==> config.mk <==
export PLATFORM = sky130hd
export DESIGN_NAME = ctmc_trigger_mode_control
export DESIGN_NICKNAME = d
export VERILOG_FILES = /design/src/design/ctmc_pkg.sv /design/src/design/ctmc_trigger_mode_control.sv
export SDC_FILE = /design/constraint.sdc
export NUM_CORES = 1
export LEC_CHECK = 0
export ABC_AREA = 1
export BUFFER_PORTS_ARGS = -buffer_cell sky130_fd_sc_hd__buf_2
export CAP_MARGIN = 0
export CORE_MARGIN = 3
export CORE_UTILIZATION = 58
export DETAILED_ROUTE_END_ITERATION = 8
export PLACE_DENSITY = 0.79
export SETUP_SLACK_MARGIN = 0.2
export SKIP_CTS_REPAIR_TIMING = 1
export SLEW_MARGIN = 20
export SYNTH_ARGS = -nofsm -noshare
export SYNTH_HDL_FRONTEND = slang
export SYNTH_SLANG_ARGS = --single-unit
==> constraint.sdc <==
create_clock -name sys_clk -period 7.6 [get_ports sys_clk]
set_input_delay 1.14 -clock sys_clk [delete_from_list [all_inputs] [get_ports sys_clk]]
set_output_delay 1.14 -clock sys_clk [all_outputs]
set_load 0.1 [all_outputs]
==> src/design/ctmc_pkg.sv <==
/*
 * Constants shared by the camera trigger and mode control block: register
 * indices, reset values, field positions, sequencer states and timing.
 * Assumes a 40 MHz system clock and a 32-bit classic Wishbone register bus.
 */
package ctmc_pkg;

	localparam int unsigned CLK_PERIOD_NS = 25;
	localparam int unsigned NUM_REGS      = 6;

	// Register index; the byte address on the bus is four times the index.
	localparam logic [5:0] IDX_FUNCTION_MODE_ONE    = 6'h10;
	localparam logic [5:0] IDX_FUNCTION_MODE_TWO    = 6'h11;
	localparam logic [5:0] IDX_FUNCTION_MODE_THREE  = 6'h12;
	localparam logic [5:0] IDX_FUNCTION_MODE_FOUR   = 6'h13;
	localparam logic [5:0] IDX_SOFT_TRIGGER_CONTROL = 6'h16;
	localparam logic [5:0] IDX_IMAGE_OUTPUT_GATE    = 6'h17;

	localparam logic [7:0] RST_FUNCTION_MODE_ONE    = 8'h89;
	localparam logic [7:0] RST_FUNCTION_MODE_TWO    = 8'h0F;
	localparam logic [7:0] RST_FUNCTION_MODE_THREE  = 8'h00;
	localparam logic [7:0] RST_FUNCTION_MODE_FOUR   = 8'h60;
	localparam logic [7:0] RST_SOFT_TRIGGER_CONTROL = 8'h80;
	localparam logic [7:0] RST_IMAGE_OUTPUT_GATE    = 8'h00;

	// Slot of each register inside the register array.
	localparam int unsigned SLOT_ONE   = 0;
	localparam int unsigned SLOT_TWO   = 1;
	localparam int unsigned SLOT_THREE = 2;
	localparam int unsigned SLOT_FOUR  = 3;
	localparam int unsigned SLOT_SOFT  = 4;
	localparam int unsigned SLOT_GATE  = 5;

	localparam logic [5:0] REG_INDEX [NUM_REGS] = '{IDX_FUNCTION_MODE_ONE, IDX_FUNCTION_MODE_TWO,
		IDX_FUNCTION_MODE_THREE, IDX_FUNCTION_MODE_FOUR, IDX_SOFT_TRIGGER_CONTROL, IDX_IMAGE_OUTPUT_GATE};
	localparam logic [7:0] REG_RESET [NUM_REGS] = '{RST_FUNCTION_MODE_ONE, RST_FUNCTION_MODE_TWO,
		RST_FUNCTION_MODE_THREE, RST_FUNCTION_MODE_FOUR, RST_SOFT_TRIGGER_CONTROL, RST_IMAGE_OUTPUT_GATE};

	// Field positions.
	localparam int unsigned POLARITY_BIT    = 6;
	localparam int unsigned PULSE_WIDTH_BIT = 5;
	localparam int unsigned BINNING_BIT     = 4;
	localparam int unsigned SMEAR_BIT       = 4;
	localparam int unsigned CONTINUOUS_BIT  = 3;
	localparam int unsigned HW_SOURCE_BIT   = 5;
	localparam int unsigned H_RESET_BIT     = 4;
	localparam int unsigned MASK_EXPOSE_BIT = 6;
	localparam int unsigned MASK_OUTPUT_BIT = 5;
	localparam int unsigned SOFT_SRC_HI     = 7;
	localparam int unsigned SOFT_SRC_LO     = 6;
	localparam int unsigned FIRE_BIT        = 0;
	localparam int unsigned GATE_BIT        = 0;
	localparam int unsigned SEL_LOW_LANE    = 0;

	localparam logic [1:0] SOFT_SRC_PROGRAMMED = 2'h0;
	localparam logic [1:0] SOFT_SRC_COMMAND    = 2'h2;

	// Timing in its own unit, then in clock cycles.
	localparam int unsigned SOFT_CMD_PULSE_NS = 200000;
	localparam int unsigned SOFT_CMD_CYCLES   = SOFT_CMD_PULSE_NS / CLK_PERIOD_NS;
	localparam int unsigned PROG_PULSE_NS     = 100000;
	localparam int unsigned PROG_PULSE_CYCLES = PROG_PULSE_NS / CLK_PERIOD_NS;
	localparam int unsigned PROG_PERIOD_NS    = 33400000;
	localparam int unsigned PROG_PERIOD_CYCLES = PROG_PERIOD_NS / CLK_PERIOD_NS;
	localparam int unsigned EXPOSURE_NS       = 1000000;
	localparam int unsigned EXPOSURE_CYCLES   = EXPOSURE_NS / CLK_PERIOD_NS;

	// Readout geometry.
	localparam int unsigned LINE_ACTIVE = 648;
	localparam int unsigned LINE_TOTAL  = 780;
	localparam int unsigned FRAME_LINES = 494;

	typedef enum logic [1:0] {
		ST_IDLE    = 2'b00,
		ST_EXPOSE  = 2'b01,
		ST_READOUT = 2'b10
	} ctmc_state_type;

endpackage : ctmc_pkg

==> src/design/ctmc_trigger_mode_control.sv <==
/*
 * Register bank and acquisition sequencer of an area-scan camera: trigger
 * polarity, source, masking, software trigger generation and frame gating.
 * Assumes a classic Wishbone master, a hardware trigger synchronous to
 * sys_clk, and a sensor pixel stream valid whenever readout runs.
 */
// What this block does
// - Function mode one bit 6 picks trigger polarity, 0 positive, 1 negative.
// - Function mode one bit 5 picks edge preset (0) or pulse width (1).
// - Function mode one bit 4 turns pixel binning on.
// - Software trigger source always acts as positive polarity.
// - Function mode two bit 4 turns smear half reduction on; reset 0FH.
// - Function mode two bit 3: 0 triggered, 1 continuous free running.
// - In triggered operation no frame is output without a trigger.
// - Function mode three bit 5: 0 software trigger, 1 hardware pin; reset 00H.
// - Mode three bits 4..3: 00 normal, 1x horizontal reset; 01 never written.
// - Mode four bit 6 masks triggers during exposure; reset 60H.
// - Mode four bit 5 masks triggers during image output.
// - A masked trigger is dropped, neither starting exposure nor queued.
// - Soft trigger bits 7..6: 00 programmed, 10 command; reset 80H.
// - Writing bit 0 as 1 in command mode fires a 200 us pulse.
// - Soft source selection acts only while mode three selects software.
// - Programmed mode makes pulses of set duration at a set interval.
// - Image gate bit 0 low holds frame valid, line valid, pixels low.
`timescale 1ns/1ps

module ctmc_trigger_mode_control
	import ctmc_pkg::*;
#(
	parameter int unsigned SOFT_PULSE_CYCLES = SOFT_CMD_CYCLES,
	parameter int unsigned PROG_HIGH_CYCLES  = PROG_PULSE_CYCLES,
	parameter int unsigned PROG_CYCLE_CYCLES = PROG_PERIOD_CYCLES,
	parameter int unsigned EXPOSE_CYCLES     = EXPOSURE_CYCLES,
	// Readout geometry is a plain default; a bench may shrink it to keep frames short.
	parameter int unsigned ACTIVE_PIXELS     = LINE_ACTIVE,
	parameter int unsigned LINE_CYCLES       = LINE_TOTAL,
	parameter int unsigned LINES_PER_FRAME   = FRAME_LINES
) (
	input  wire logic        sys_clk,
	input  wire logic        reset,
	input  wire logic        wb_cyc_i,
	input  wire logic        wb_stb_i,
	input  wire logic        wb_we_i,
	input  wire logic [7:0]  wb_adr_i,
	input  wire logic [3:0]  wb_sel_i,
	input  wire logic [31:0] wb_dat_i,
	output logic      [31:0] wb_dat_o,
	output logic             wb_ack_o,
	input  wire logic        hwTrigger,
	input  wire logic [11:0] sensorPixel,
	output logic             frameValid,
	output logic             lineValid,
	output logic      [11:0] pixelData,
	output logic             sensorExpose,
	output logic             binningEnable,
	output logic             smearReduce,
	output logic             hResetStart
);

	localparam logic [15:0] SOFT_LAST  = 16'(SOFT_PULSE_CYCLES);
	localparam logic [31:0] PROG_HIGH  = 32'(PROG_HIGH_CYCLES);
	localparam logic [31:0] PROG_LAST  = 32'(PROG_CYCLE_CYCLES - 1);
	localparam logic [31:0] EXP_LAST   = 32'(EXPOSE_CYCLES - 1);
	localparam logic [9:0]  PIX_ACTIVE = 10'(ACTIVE_PIXELS);
	localparam logic [9:0]  PIX_LAST   = 10'(LINE_CYCLES - 1);
	localparam logic [9:0]  LINE_LAST  = 10'(LINES_PER_FRAME - 1);

	logic [7:0]     regFile [NUM_REGS];
	logic [31:0]    readTerm [NUM_REGS];
	logic [NUM_REGS-1:0] regHit;
	logic [31:0]    next_readData;
	ctmc_state_type state;
	ctmc_state_type next_state;
	logic [15:0]    softCnt;
	logic [31:0]    progCnt;
	logic [31:0]    expCnt;
	logic [9:0]     pixCnt;
	logic [9:0]     lineCnt;
	logic           trigPrev;
	logic           pending;
	logic [15:0]    pulseLen;

	// Bus decode.
	wire       busReq   = wb_cyc_i && wb_stb_i && !wb_ack_o;
	wire [5:0] regIdx   = wb_adr_i[7:2];
	wire       wrLow    = busReq && wb_we_i && wb_sel_i[SEL_LOW_LANE];

	// Register fields.
	wire polNegative  = regFile[SLOT_ONE][POLARITY_BIT];
	wire pulseWidth   = regFile[SLOT_ONE][PULSE_WIDTH_BIT];
	wire contMode     = regFile[SLOT_TWO][CONTINUOUS_BIT];
	wire hwSource     = regFile[SLOT_THREE][HW_SOURCE_BIT];
	wire maskExpose   = regFile[SLOT_FOUR][MASK_EXPOSE_BIT];
	wire maskOutput   = regFile[SLOT_FOUR][MASK_OUTPUT_BIT];
	wire [1:0] softSrc = regFile[SLOT_SOFT][SOFT_SRC_HI:SOFT_SRC_LO];
	wire gateOpen     = regFile[SLOT_GATE][GATE_BIT];

	assign binningEnable = regFile[SLOT_ONE][BINNING_BIT];
	assign smearReduce   = regFile[SLOT_TWO][SMEAR_BIT];
	assign hResetStart   = regFile[SLOT_THREE][H_RESET_BIT];

	// The fire request is judged on the byte being written, so a single write
	// can both select command mode and fire.
	wire fireWrite = wrLow && regHit[SLOT_SOFT] && wb_dat_i[FIRE_BIT]
		&& (wb_dat_i[SOFT_SRC_HI:SOFT_SRC_LO] == SOFT_SRC_COMMAND) && !hwSource;
	wire softCmdPulse = (softCnt != 16'h0000);
	wire progActive   = !hwSource && (softSrc == SOFT_SRC_PROGRAMMED);
	wire progPulse    = progActive && (progCnt < PROG_HIGH);
	wire softLevel    = (softSrc == SOFT_SRC_COMMAND) ? softCmdPulse : progPulse;
	// Polarity applies to the pin only; the software trigger is always positive.
	wire trigLevel    = hwSource ? (hwTrigger ^ polNegative) : softLevel;
	wire trigEdge     = trigLevel && !trigPrev;
	wire maskedNow    = ((state == ST_EXPOSE) && maskExpose)
		|| ((state == ST_READOUT) && maskOutput);
	wire takeTrig     = trigEdge && !maskedNow;
	wire pwExposure   = pulseWidth && !contMode;
	wire expDone      = pwExposure ? !trigLevel : (expCnt >= EXP_LAST);
	wire frameDone    = (pixCnt == PIX_LAST) && (lineCnt == LINE_LAST);
	wire startExpose  = contMode || takeTrig || pending;

	genvar gi;
	generate
		for (gi = 0; gi < NUM_REGS; gi++) begin : g_reg
			assign regHit[gi]   = (regIdx == REG_INDEX[gi]);
			assign readTerm[gi] = regHit[gi] ? {24'h000000, regFile[gi]} : 32'h00000000;
			always_ff @(posedge sys_clk or posedge reset) begin
				if (reset) begin
					regFile[gi] <= REG_RESET[gi];
				end else if (wrLow && regHit[gi]) begin
					regFile[gi] <= wb_dat_i[7:0];
				end
			end
		end
	endgenerate

	always_comb begin
		next_readData = 32'h00000000;
		for (int i = 0; i < NUM_REGS; i++) begin
			next_readData = next_readData | readTerm[i];
		end
	end

	// Every access is answered one cycle after it is seen; unmapped reads give zero.
	always_ff @(posedge sys_clk or posedge reset) begin
		if (reset) begin
			wb_ack_o <= 1'b0;
			wb_dat_o <= 32'h00000000;
		end else begin
			wb_ack_o <= busReq;
			wb_dat_o <= busReq ? next_readData : 32'h00000000;
		end
	end

	// A fire while a pulse runs is ignored so each pulse keeps its full width.
	always_ff @(posedge sys_clk or posedge reset) begin
		if (reset) begin
			softCnt <= 16'h0000;
		end else if (fireWrite && !softCmdPulse) begin
			softCnt <= SOFT_LAST;
		end else if (softCmdPulse) begin
			softCnt <= softCnt - 16'h0001;
		end
	end

	always_ff @(posedge sys_clk or posedge reset) begin
		if (reset) begin
			progCnt <= 32'h00000000;
		end else if (!progActive || progCnt >= PROG_LAST) begin
			progCnt <= 32'h00000000;
		end else begin
			progCnt <= progCnt + 32'h00000001;
		end
	end

	always_comb begin
		next_state = state;
		case (state)
			ST_IDLE: begin
				if (startExpose) begin
					next_state = ST_EXPOSE;
				end
			end
			ST_EXPOSE: begin
				if (expDone) begin
					next_state = ST_READOUT;
				end
			end
			ST_READOUT: begin
				if (frameDone) begin
					next_state = ST_IDLE;
				end
			end
			default: begin
				next_state = ST_IDLE;
			end
		endcase
	end

	always_ff @(posedge sys_clk or posedge reset) begin
		if (reset) begin
			state        <= ST_IDLE;
			trigPrev     <= 1'b0;
			sensorExpose <= 1'b0;
		end else begin
			state        <= next_state;
			trigPrev     <= trigLevel;
			sensorExpose <= (next_state == ST_EXPOSE);
		end
	end

	// One unmasked trigger that arrives while busy is remembered; a new one
	// in the cycle the old one is consumed is not kept, as the set acts only while busy.
	always_ff @(posedge sys_clk or posedge reset) begin
		if (reset) begin
			pending <= 1'b0;
		end else if (takeTrig && state != ST_IDLE) begin
			pending <= 1'b1;
		end else if (state == ST_IDLE) begin
			pending <= 1'b0;
		end
	end

	always_ff @(posedge sys_clk or posedge reset) begin
		if (reset) begin
			expCnt <= 32'h00000000;
		end else if (state == ST_EXPOSE) begin
			expCnt <= expCnt + 32'h00000001;
		end else begin
			expCnt <= 32'h00000000;
		end
	end

	always_ff @(posedge sys_clk or posedge reset) begin
		if (reset) begin
			pixCnt  <= 10'h000;
			lineCnt <= 10'h000;
		end else if (state != ST_READOUT || frameDone) begin
			pixCnt  <= 10'h000;
			lineCnt <= 10'h000;
		end else if (pixCnt == PIX_LAST) begin
			pixCnt  <= 10'h000;
			lineCnt <= lineCnt + 10'h001;
		end else begin
			pixCnt  <= pixCnt + 10'h001;
		end
	end

	wire inLine = (state == ST_READOUT) && (pixCnt < PIX_ACTIVE);

	always_ff @(posedge sys_clk or posedge reset) begin
		if (reset) begin
			frameValid <= 1'b0;
			lineValid  <= 1'b0;
			pixelData  <= 12'h000;
		end else begin
			frameValid <= gateOpen && (state == ST_READOUT);
			lineValid  <= gateOpen && inLine;
			pixelData  <= (gateOpen && inLine) ? sensorPixel : 12'h000;
		end
	end

	always_ff @(posedge sys_clk or posedge reset) begin
		if (reset) begin
			pulseLen <= 16'h0000;
		end else begin
			pulseLen <= softCmdPulse ? pulseLen + 16'h0001 : 16'h0000;
		end
	end

	AST_SOFT_WIDTH: assert property (@(posedge sys_clk) disable iff (reset)
		$fell(softCmdPulse) |-> pulseLen == SOFT_LAST)
		else $error("Command software trigger pulse has the wrong width.");

	AST_SOFT_POSITIVE: assert property (@(posedge sys_clk) disable iff (reset)
		!hwSource && polNegative && $rose(softCmdPulse) && softSrc == SOFT_SRC_COMMAND |-> trigEdge)
		else $error("Software trigger did not act as a positive edge.");

	AST_TRIGGER_NEEDED: assert property (@(posedge sys_clk) disable iff (reset)
		state == ST_EXPOSE && $past(state) == ST_IDLE && !$past(contMode) |-> $past(takeTrig || pending))
		else $error("Exposure started in triggered operation without a trigger.");

	AST_CONTINUOUS: assert property (@(posedge sys_clk) disable iff (reset)
		state == ST_IDLE && contMode |=> state == ST_EXPOSE ##1 sensorExpose)
		else $error("Continuous operation did not start an exposure.");

	AST_MASK_EXPOSE: assert property (@(posedge sys_clk) disable iff (reset)
		state == ST_EXPOSE && maskExpose && trigEdge |=> pending == $past(pending))
		else $error("Trigger masked during exposure was queued.");

	AST_MASK_OUTPUT: assert property (@(posedge sys_clk) disable iff (reset)
		state == ST_READOUT && maskOutput && trigEdge && !frameDone |=> !pending || $past(pending))
		else $error("Trigger masked during image output was queued.");

	AST_PULSE_WIDTH: assert property (@(posedge sys_clk) disable iff (reset)
		state == ST_EXPOSE && pwExposure && !trigLevel |=> state == ST_READOUT)
		else $error("Pulse width exposure did not end with the trigger.");

	AST_GATE_CLOSED: assert property (@(posedge sys_clk) disable iff (reset)
		!gateOpen |=> !frameValid && !lineValid && pixelData == 12'h000)
		else $error("Image output not held low while the gate is closed.");

	AST_HW_SOURCE: assert property (@(posedge sys_clk) disable iff (reset)
		hwSource && state == ST_IDLE && !contMode && !pending && !(hwTrigger ^ polNegative)
		|=> state == ST_IDLE)
		else $error("Software trigger acted while the hardware source is selected.");

	AST_BUS_ACK: assert property (@(posedge sys_clk) disable iff (reset)
		wb_cyc_i && wb_stb_i && !wb_ack_o |=> wb_ack_o ##1 !wb_ack_o)
		else $error("Bus access not acknowledged for exactly one cycle.");

endmodule : ctmc_trigger_mode_control

==> flow_summary_export.csv, run 1 <==
group,metric,value,unit
logic_synthesis,ys_ff_latch,176,
sta,min_period,2.49,ns
floorplan,num_rows,43,
sta,setup_viol,0,
sta,skew,0.00968,ns
place,dpl.hpwl,11800,um
setup_path,crit_required,7.88,ns
global_routing,grt_pass1_vias,6585,
final_layout,fin_cells,1282,
logic_synthesis,synthArstFlopShare,100,%
floorplan,ioPinCount,113,
power,vdd_drop_max,0.163,mV
floorplan,start_util,60.1,%
global_routing,grt_max_degree,101,
global_routing,grtUsageTotal,23.1,%
final_layout,drive_gt1_share,12.1,%
setup_path,critPathTopFamily,"simple AND/OR/NAND/NOR gates",
global_routing,antenna_found_initial,0,
logic_synthesis,yosysWarnings,0,
clock_tree,cts_buffer_depth,2,
sta,setup-tns-final,0,ns
route,drtIter0Drc,549,
final_layout,syn_to_final_growth,11.9,%
logic_synthesis,synth_cell_types,49,
route,post_drt_wl_per_cell,13.6,um
sta,finalCritPeriodShare,32.7,%
min_path,hold_class,"flop to flop",
clock_tree,htree_levels,4,
sta,relSlewSlack,38.8,%
place,dp.cells,1250,
route,viasPerCell,5.25,
place,routabilityCongestion,0.861,
route,antenna_left,0,
floorplan,die_h,127,um
run,drv_cap,0,
final_layout,final_cell_mix,"nand2_1, dfrtp_1, nor2_1",
final_layout,fin_util,67.3,%
sta,fin_hold_ws,0.471,ns
sta,fmax,0.402,GHz
power,cellPowerDensity,217,mW/mm2
sta,drv_slew,0,
route,dr.pass1.iters,7,
clock_tree,cts-root-buf,"clkbuf_16",
logic_synthesis,seq_area_frac_synth,52.1,%
floorplan,die_w,127,um
logic_synthesis,synth_enable_flop_cells,0,
setup_path,critical-path-slowest-cell,"nand2_1",
sta,tightest_slew,0.917,ns
sta,rsz0062_at_grt,"no",
outcome,status,"finished, final reports clean",
setup_path,max_stage_delay,0.40,ns
setup_path,start_kind,"input port",
route,vias,6728,
setup_path,critPathBufInv,2,
clock_tree,cts_sinks,176,
final_layout,diodes,0,
power,p_total,0.00206,W
final_layout,final_common_cell,"nand2_1",
setup_path,crit_top_cell,"nand2_1",
min_path,min_path_cells,1,
setup_path,crit_chain,"buf_2 -> inv_1 -> nor2_1 -> nand2_1 -> nor2_4 -> nand2_1 -> nand2_1 -> o21ai_0",
floorplan,core_area,0.0141,mm2
floorplan,die_area,0.0161,mm2
setup_path,reg2reg_depth,6,
clock_tree,clk-insertion-delay-late,0.42,ns
route,totalWireLength,17400,um
clock_tree,cts.clk_slew.worst_paths,0.07,ns
setup_path,crit_path_end_kind,"flop",
logic_synthesis,synth_flop_cell,"dfrtp_1",
global_routing,grt_overflow,0,
clock_tree,cts_buffers,17,
setup_path,path_depth,8,
route,drcViolationCount,0,
clock_tree,cts_tree,"yes",
final_layout,fin_nets,1157,
logic_synthesis,synth_cells,1015,
setup_path,critPathKind,"input port to flop",
setup_path,worst_ep_arrival_time,2.77,ns
place,port_buffers,59,
global_routing,grt_pass1_wl,30200,um
logic_synthesis,netlist_area,0.00847,mm2
setup_path,critPathMaxFanout,16,
logic_synthesis,syn_avg_cell_area,8.35,um2
sta,finalHoldViolations,0,
power,p_leak,4.51,nW
[per-stage QoR]
stage / setup WS [ns] / area (um2)
after floorplan: 1.70 / 8600
after global placement: 4.67 / 8890
after detailed placement: 4.67 / 8890
after CTS: 5.12 / 9480
after global routing: 4.92 / 9480
final: 5.11 / 9480
[cell type report]
| class | instances | area [um2] |
|---|---|---|
| fillers | 1173 | 4620 |
| flip-flops and latches | 176 | 4420 |
| multi-input cells | 709 | 3470 |
| inverters | 125 | 474 |
| clock buffers | 22 | 464 |
| repair buffers | 60 | 303 |
| well taps | 180 | 225 |
| clock inverters | 10 | 125 |
[routing by layer]
layer  global-route usage [%]  wire (um)
met5                        0          0
met4                     7.26        233
met3                     4.80        849
met2                     37.6       8550
met1                     31.4       7750
[synthesized netlist by cell type (4+ instances only)]
master / number / area share [%]
a21oi_1: 35 / 2.1
a22oi_1: 7 / 0.62
a31oi_1: 10 / 0.74
buf_2: 6 / 0.35
buf_4: 24 / 2.1
clkbuf_1: 9 / 0.40
dfrtp_1: 166 / 49
dfstp_2: 10 / 3.1
ha_1: 6 / 0.89
inv_1: 123 / 5.4
nand2_1: 221 / 9.8
nand2_2: 8 / 0.59
nand3_1: 34 / 2.0
nand4_1: 16 / 1.2
nor2_1: 139 / 6.2
nor2_2: 8 / 0.59
nor2_4: 4 / 0.53
nor3_1: 42 / 2.5
nor4_1: 7 / 0.52
o21ai_0: 67 / 4.0
xnor2_1: 11 / 1.1
xor2_1: 23 / 2.4
[state kept, by name, summed over array words and instances, names as in the netlist, 8 cells and up]
name       cells
wb_dat_o       8
expCnt        32
pixCnt        10
lineCnt       10
progCnt       32
regFile       38
pixelData     12
softCnt       16
[logic make-up (layout without fill, tap and decap cells)]
family | count (synthesis) | in the layout | share of synthesized area (%)
mux | 1 | 1 | 0.118
fa+ha+maj | 6 | 6 | 0.886
xor+xnor | 34 | 34 | 3.51
flops | 176 | 176 | 52.1
simple gates | 498 | 498 | 26.0
buf+inv | 164 | 217 | 8.42
other cells | 1 | 35 | 0.0443
compound gates | 135 | 135 | 8.89
[worst reg2reg max path: stages (launching register included)]
cell     delay, ns
dfrtp_1       0.37
nor2_1        0.10
nand2_1       0.37
nor2_4        0.37
nand2_1       0.40
nand2_1       0.19
o21ai_0       0.11
[worst paths after layout]
check	startpoint	end	slack, ns
worst max-delay path	wb_stb_i	regFile[38]	5.11
worst min-delay path	softCnt[14]	softCnt[14]	0.47
worst max register to register	wb_ack_o	regFile[38]	5.55
worst min register to register	softCnt[14]	softCnt[14]	0.47
max in group asynchronous	reset	softCnt[8]	5.23
min in group asynchronous	reset	progCnt[3]	0.89
[power by group]
| group | total [W] | internal (W) | switching, W | leakage (nW) |
|---|---|---|---|---|
| logic | 0.000210 | 0.0000352 | 0.000175 | 1.87 |
| registers | 0.000976 | 0.000961 | 0.0000142 | 2.35 |
| clock network | 0.000872 | 0.000507 | 0.000365 | 0.286 |
(Power assumes the default switching activity.)
==> run 2, diff against run 1 <==
Clock period 7.6 ns to 2.5 ns, I/O delays scaled along.
==> run 2 against run 1 <==
Critical path depth rose by 2; worst setup slack got worse by 4.6 ns; clock-buffer cell count fell by 5; wire length fell by 0.98%; global-route usage barely moved; sequential share of layout area fell by 0.83 points.
==> flow_summary_export.csv, run 2 (same netlist as run 1, synthesis figures left out) <==
group,metric,value,unit
final_layout,fin_cells,1295,
floorplan,die_h,127,um
final_layout,drive_gt1_share,13.4,%
power,cellPowerDensity,656,mW/mm2
route,drtIter0Drc,555,
floorplan,die_area,0.0161,mm2
final_layout,fill_cells,1140,
power,vdd_drop_max,0.674,mV
clock_tree,cts_tree,"yes",
global_routing,grtUsageTotal,23.1,%
setup_path,crit_required,2.86,ns
final_layout,diodes,0,
sta,skew,0.00863,ns
sta,fmax,0.507,GHz
route,totalWireLength,17200,um
power,p_leak,4.60,nW
floorplan,num_rows,43,
sta,min_period,1.97,ns
global_routing,grt_max_degree,42,
sta,drv_slew,0,
sta,setup_ws,0.529,ns
global_routing,antenna_found_initial,0,
place,port_buffers,59,
place,dpl.hpwl,12000,um
setup_path,crit_chain,"inv_1 -> ha_1 -> nand3_1 -> inv_1 -> nand3_2 -> nand2_1 -> nor2_1 -> nand3_1 -> nor2_1 -> xor2_1",
setup_path,critPathTopFamily,"simple AND/OR/NAND/NOR gates",
clock_tree,cts_buffer_depth,2,
setup_path,worst_ep_arrival_time,2.33,ns
setup_path,timing.rr.start,"softCnt[0]",
min_path,hold_class,"input port to async pin",
sta,setup_viol,0,
route,post_drt_wl_per_cell,13.3,um
setup_path,crit_path_end_kind,"flop",
final_layout,final_cell_mix,"nand2_1, dfrtp_1, nor2_1",
setup_path,reg2reg_depth,10,
final_layout,fin_nets,1170,
route,antenna_left,0,
final_layout,final_common_cell,"nand2_1",
route,viasPerCell,5.19,
power,p_total,0.00633,W
route,vias,6720,
final_layout,top_regs,"regFile (38), expCnt (32), progCnt (32)",
clock_tree,cts_buffers,17,
floorplan,core_area,0.0141,mm2
setup_path,critical-path-slowest-cell,"dfrtp_1",
clock_tree,clk-insertion-delay-late,0.43,ns
clock_tree,htree_levels,4,
route,dr.pass1.iters,6,
final_layout,regMostFlops,"regFile",
global_routing,grt_pass1_vias,6437,
setup_path,critPathKind,"flop to flop",
setup_path,start_kind,"flop",
outcome,status,"finished, final reports clean",
setup_path,critPathMaxFanout,9,
floorplan,die_w,127,um
clock_tree,cts.clk_slew.worst_paths,0.07,ns
floorplan,ioPinCount,113,
place,dp.cells,1263,
run,drv_cap,0,
setup_path,critPathBufInv,2,
global_routing,grt_pass1_wl,30100,um
place,routabilityCongestion,0.866,
route,drcViolationCount,0,
sta,tightest_slew,0.780,ns
final_layout,largest_register_ffs,38,
sta,finalHoldViolations,0,
sta,finalCritPeriodShare,78.8,%
setup_path,ff2ff_setup_slack,0.53,ns
sta,relSlewSlack,47.9,%
setup_path,r2r_end,"softCnt[14]",
sta,rsz0062_at_grt,"no",
clock_tree,cts-root-buf,"clkbuf_16",
place,post-place-ws,0.586,ns
clock_tree,cts_sinks,176,
global_routing,grt_overflow,0,
floorplan,start_util,60.1,%
final_layout,syn_to_final_growth,13.9,%
setup_path,max_stage_delay,0.35,ns
## run 2: cell types whose count changed in the layout (fill, tap and decap cells not counted), sizes merged
cell	delta
clkbuf	-5
clkinvlp	+1
inv	+3
clkinv	+2
bufinv	-1
buf	+13
## run 2: worst max path at each step
stage | startpoint | endpoint | cells past startpoint
after detailed placement | wb_adr_i[5] | softCnt[12] | 10
after global placement | wb_adr_i[5] | softCnt[12] | 10
final | softCnt[0] | softCnt[14] | 10
after CTS | softCnt[0] | softCnt[14] | 10
after global routing | softCnt[0] | softCnt[14] | 10
after floorplan | reset | binningEnable | 1
## run 2: per-layer routing
metal / wire, um / share of wire (%) / vias up / GRT usage, %
li1: - / - / 3374 / -
met1: 7920 / 46 / 3164 / 32.6
met2: 8230 / 48 / 159 / 36.2
met3: 819 / 4.8 / 23 / 4.80
met4: 241 / 1.4 / 0 / 7.00
met5: 0 / 0 / - / 0
## run 2: area by class of cell
type | instances | area (um2) | share of cell area, %
sequential | 176 | 4420 | 45.8
multi-input combinational | 709 | 3470 | 36.0
inverter | 125 | 473 | 4.90
timing repair buffer | 73 | 450 | 4.67
clock buffer | 17 | 425 | 4.41
tap | 180 | 225 | 2.33
clock inverter | 15 | 189 | 1.96
## run 2: power by group
| part | switching [W] | internal (W) | total (W) | leakage (nW) |
|---|---|---|---|---|
| Combinational | 0.000526 | 0.000134 | 0.000660 | 1.95 |
| Sequential | 0.0000401 | 0.00292 | 0.00296 | 2.35 |
| Clock | 0.00127 | 0.00145 | 0.00271 | 0.298 |
## run 2: metrics by stage
step	cell area (um2)	TNS [ns]	utilization, %	hold WS [ns]
3_5_place_dp	9040	0	64.1	0.458
4_1_cts	9650	0	68.5	0.0968
5_1_grt	9650	0	68.5	0.138
2_1_floorplan	8610	-19.83	-	0.432
3_3_place_gp	9040	0	64.1	0.448
6_report	9650	0	68.5	0.0836
==> run 3, diff against run 2 <==
Clock period 2.5 ns to 2 ns, I/O delays scaled along.
==> run 3 against run 2 <==
Via count increased by 2.7%; non-clock buffer count increased by 10; flip-flop and latch count unchanged; critical path type unchanged; highest routed layer unchanged.
==> flow_summary_export.csv, run 3 (same netlist as run 1, synthesis figures left out) <==
group,metric,value,unit
floorplan,die_h,127,um
route,antenna_left,0,
route,drcViolationCount,0,
final_layout,largest_register_ffs,38,
final_layout,syn_to_final_growth,15.9,%
clock_tree,cts_sinks,176,
setup_path,crit_path_end_kind,"flop",
final_layout,final_cell_mix,"nand2_1, dfrtp_1, nor2_1",
final_layout,regMostFlops,"regFile",
clock_tree,clk-insertion-delay-late,0.43,ns
sta,rsz0062_at_grt,"yes",
clock_tree,cts_tree,"yes",
sta,setup_viol,0,
setup_path,start_kind,"flop",
place,routabilityCongestion,0.903,
final_layout,multiInputGateArea,0.00360,mm2
floorplan,num_rows,43,
power,p_int,0.00554,W
route,totalWireLength,17800,um
run,drv_cap,0,
final_layout,top_regs,"regFile (38), expCnt (32), progCnt (32)",
final_layout,fin_nets,1180,
final_layout,fin_cells,1305,
clock_tree,cts_buffer_depth,2,
sta,finalHoldViolations,0,
power,p_leak,4.64,nW
sta,min_period,1.80,ns
final_layout,diodes,0,
clock_tree,htree_levels,4,
global_routing,grt_pass1_wl,29200,um
min_path,hold_class,"input port to flop",
setup_path,worst_ep_arrival_time,2.12,ns
clock_tree,cts-root-buf,"clkbuf_16",
place,port_buffers,59,
sta,skew,0.00903,ns
global_routing,grt_pass1_vias,6286,
floorplan,ioPinCount,113,
power,power.switching,0.00221,W
route,wl_met3,1020,um
global_routing,grt_max_degree,60,
place,post-place-ws,0.119,ns
global_routing,grtUsageTotal,22.6,%
route,post_drt_wl_per_cell,13.6,um
sta,setup_ws,0.201,ns
route,drtIter0Drc,538,
sta,finalCritPeriodShare,89.9,%
global_routing,antenna_found_initial,0,
route,m1WireLength,7920,um
route,viasPerCell,5.29,
power,p_seq_share,47.7,%
power,p_total,0.00775,W
place,dpl.hpwl,12200,um
route,dr.pass1.iters,5,
clock_tree,cts_buffers,17,
setup_path,critPathMaxFanout,9,
outcome,status,"finished, final reports clean",
power,vdd_drop_max,0.609,mV
sta,drv_slew,0,
floorplan,core_area,0.0141,mm2
route,dr.max_layer_used,"met4",
floorplan,start_util,60.1,%
floorplan,die_w,127,um
global_routing,grt_overflow,0,
final_layout,final_common_cell,"nand2_1",
place,dp.cells,1267,
route,vias,6904,
clock_tree,cts.clk_slew.worst_paths,0.07,ns
floorplan,die_area,0.0161,mm2
final_layout,regArea,0.00442,mm2
final_layout,fill_cells,1111,
sta,fmax,0.556,GHz
power,cellPowerDensity,790,mW/mm2
setup_path,crit_required,2.32,ns
power,clkPwrFrac,41.3,%
power,combPwrFrac,11.0,%
setup_path,critPathKind,"flop to flop",
final_layout,drive_gt1_share,16.1,%
sta,fin_hold_ws,0.0693,ns
route,met2_length,8530,um
power,switching_share,28.6,%
[run 3: layout make-up]
type / count / share of cell area, %
Inverter: 125 / 4.84
Clock buffer: 20 / 4.65
Clock inverter: 12 / 1.17
Tap cell: 180 / 2.29
Multi-Input combinational cell: 709 / 36.7
Timing Repair Buffer: 83 / 5.38
Sequential cell: 176 / 45.0
[run 3: stage by stage]
| step | utilization (%) | setup TNS (ns) | cell area, um2 |
|---|---|---|---|
| 6_report | 69.7 | 0 | 9820 |
| 5_1_grt | 69.7 | 0 | 9820 |
| 4_1_cts | 68.4 | 0 | 9640 |
| 3_5_place_dp | 64.3 | 0 | 9070 |
| 3_3_place_gp | 64.3 | 0 | 9070 |
| 2_1_floorplan | - | -90.39 | 8610 |
[run 3: critical path, stage by stage, from the launching register on]
cell and delay, ns:
dfrtp_1 0.41, nor2_2 0.21, nand2_1 0.20, nor2_4 0.17
nand3_4 0.15, nand2_1 0.09, nand3_1 0.12, nand3_1 0.12
nand3_1 0.08, nand2_1 0.08, nand2_1 0.05
[run 3: per-layer routing]
layer / up-vias / track usage (%)
li1: 3401 / -
met1: 3268 / 31.4
met2: 201 / 35.1
met3: 34 / 5.31
met4: 0 / 7.70
met5: - / 0
[run 3: power groups by stage]
stage,clock network [W],registers (W),logic [W]
CTS,0.00325,0.00370,0.000852
global route,0.00341,0.00371,0.000934
finish,0.00320,0.00370,0.000852
floorplan,0,0.00385,0.000592
detailed placement,0,0.00376,0.000853
global placement,0,0.00376,0.000829
[run 3: final timing paths]
check	startpoint	end	slack (ns)	cells past startpoint
max	softCnt[6]	state[0]	0.20	10
min	sensorPixel[11]	pixelData[11]	0.07	3
max reg2reg	softCnt[6]	state[0]	0.20	10
min reg2reg	expCnt[0]	expCnt[0]	0.47	1
max in group asynchronous	reset	regFile[32]	1.06	4
min in group asynchronous	reset	progCnt[2]	0.34	3
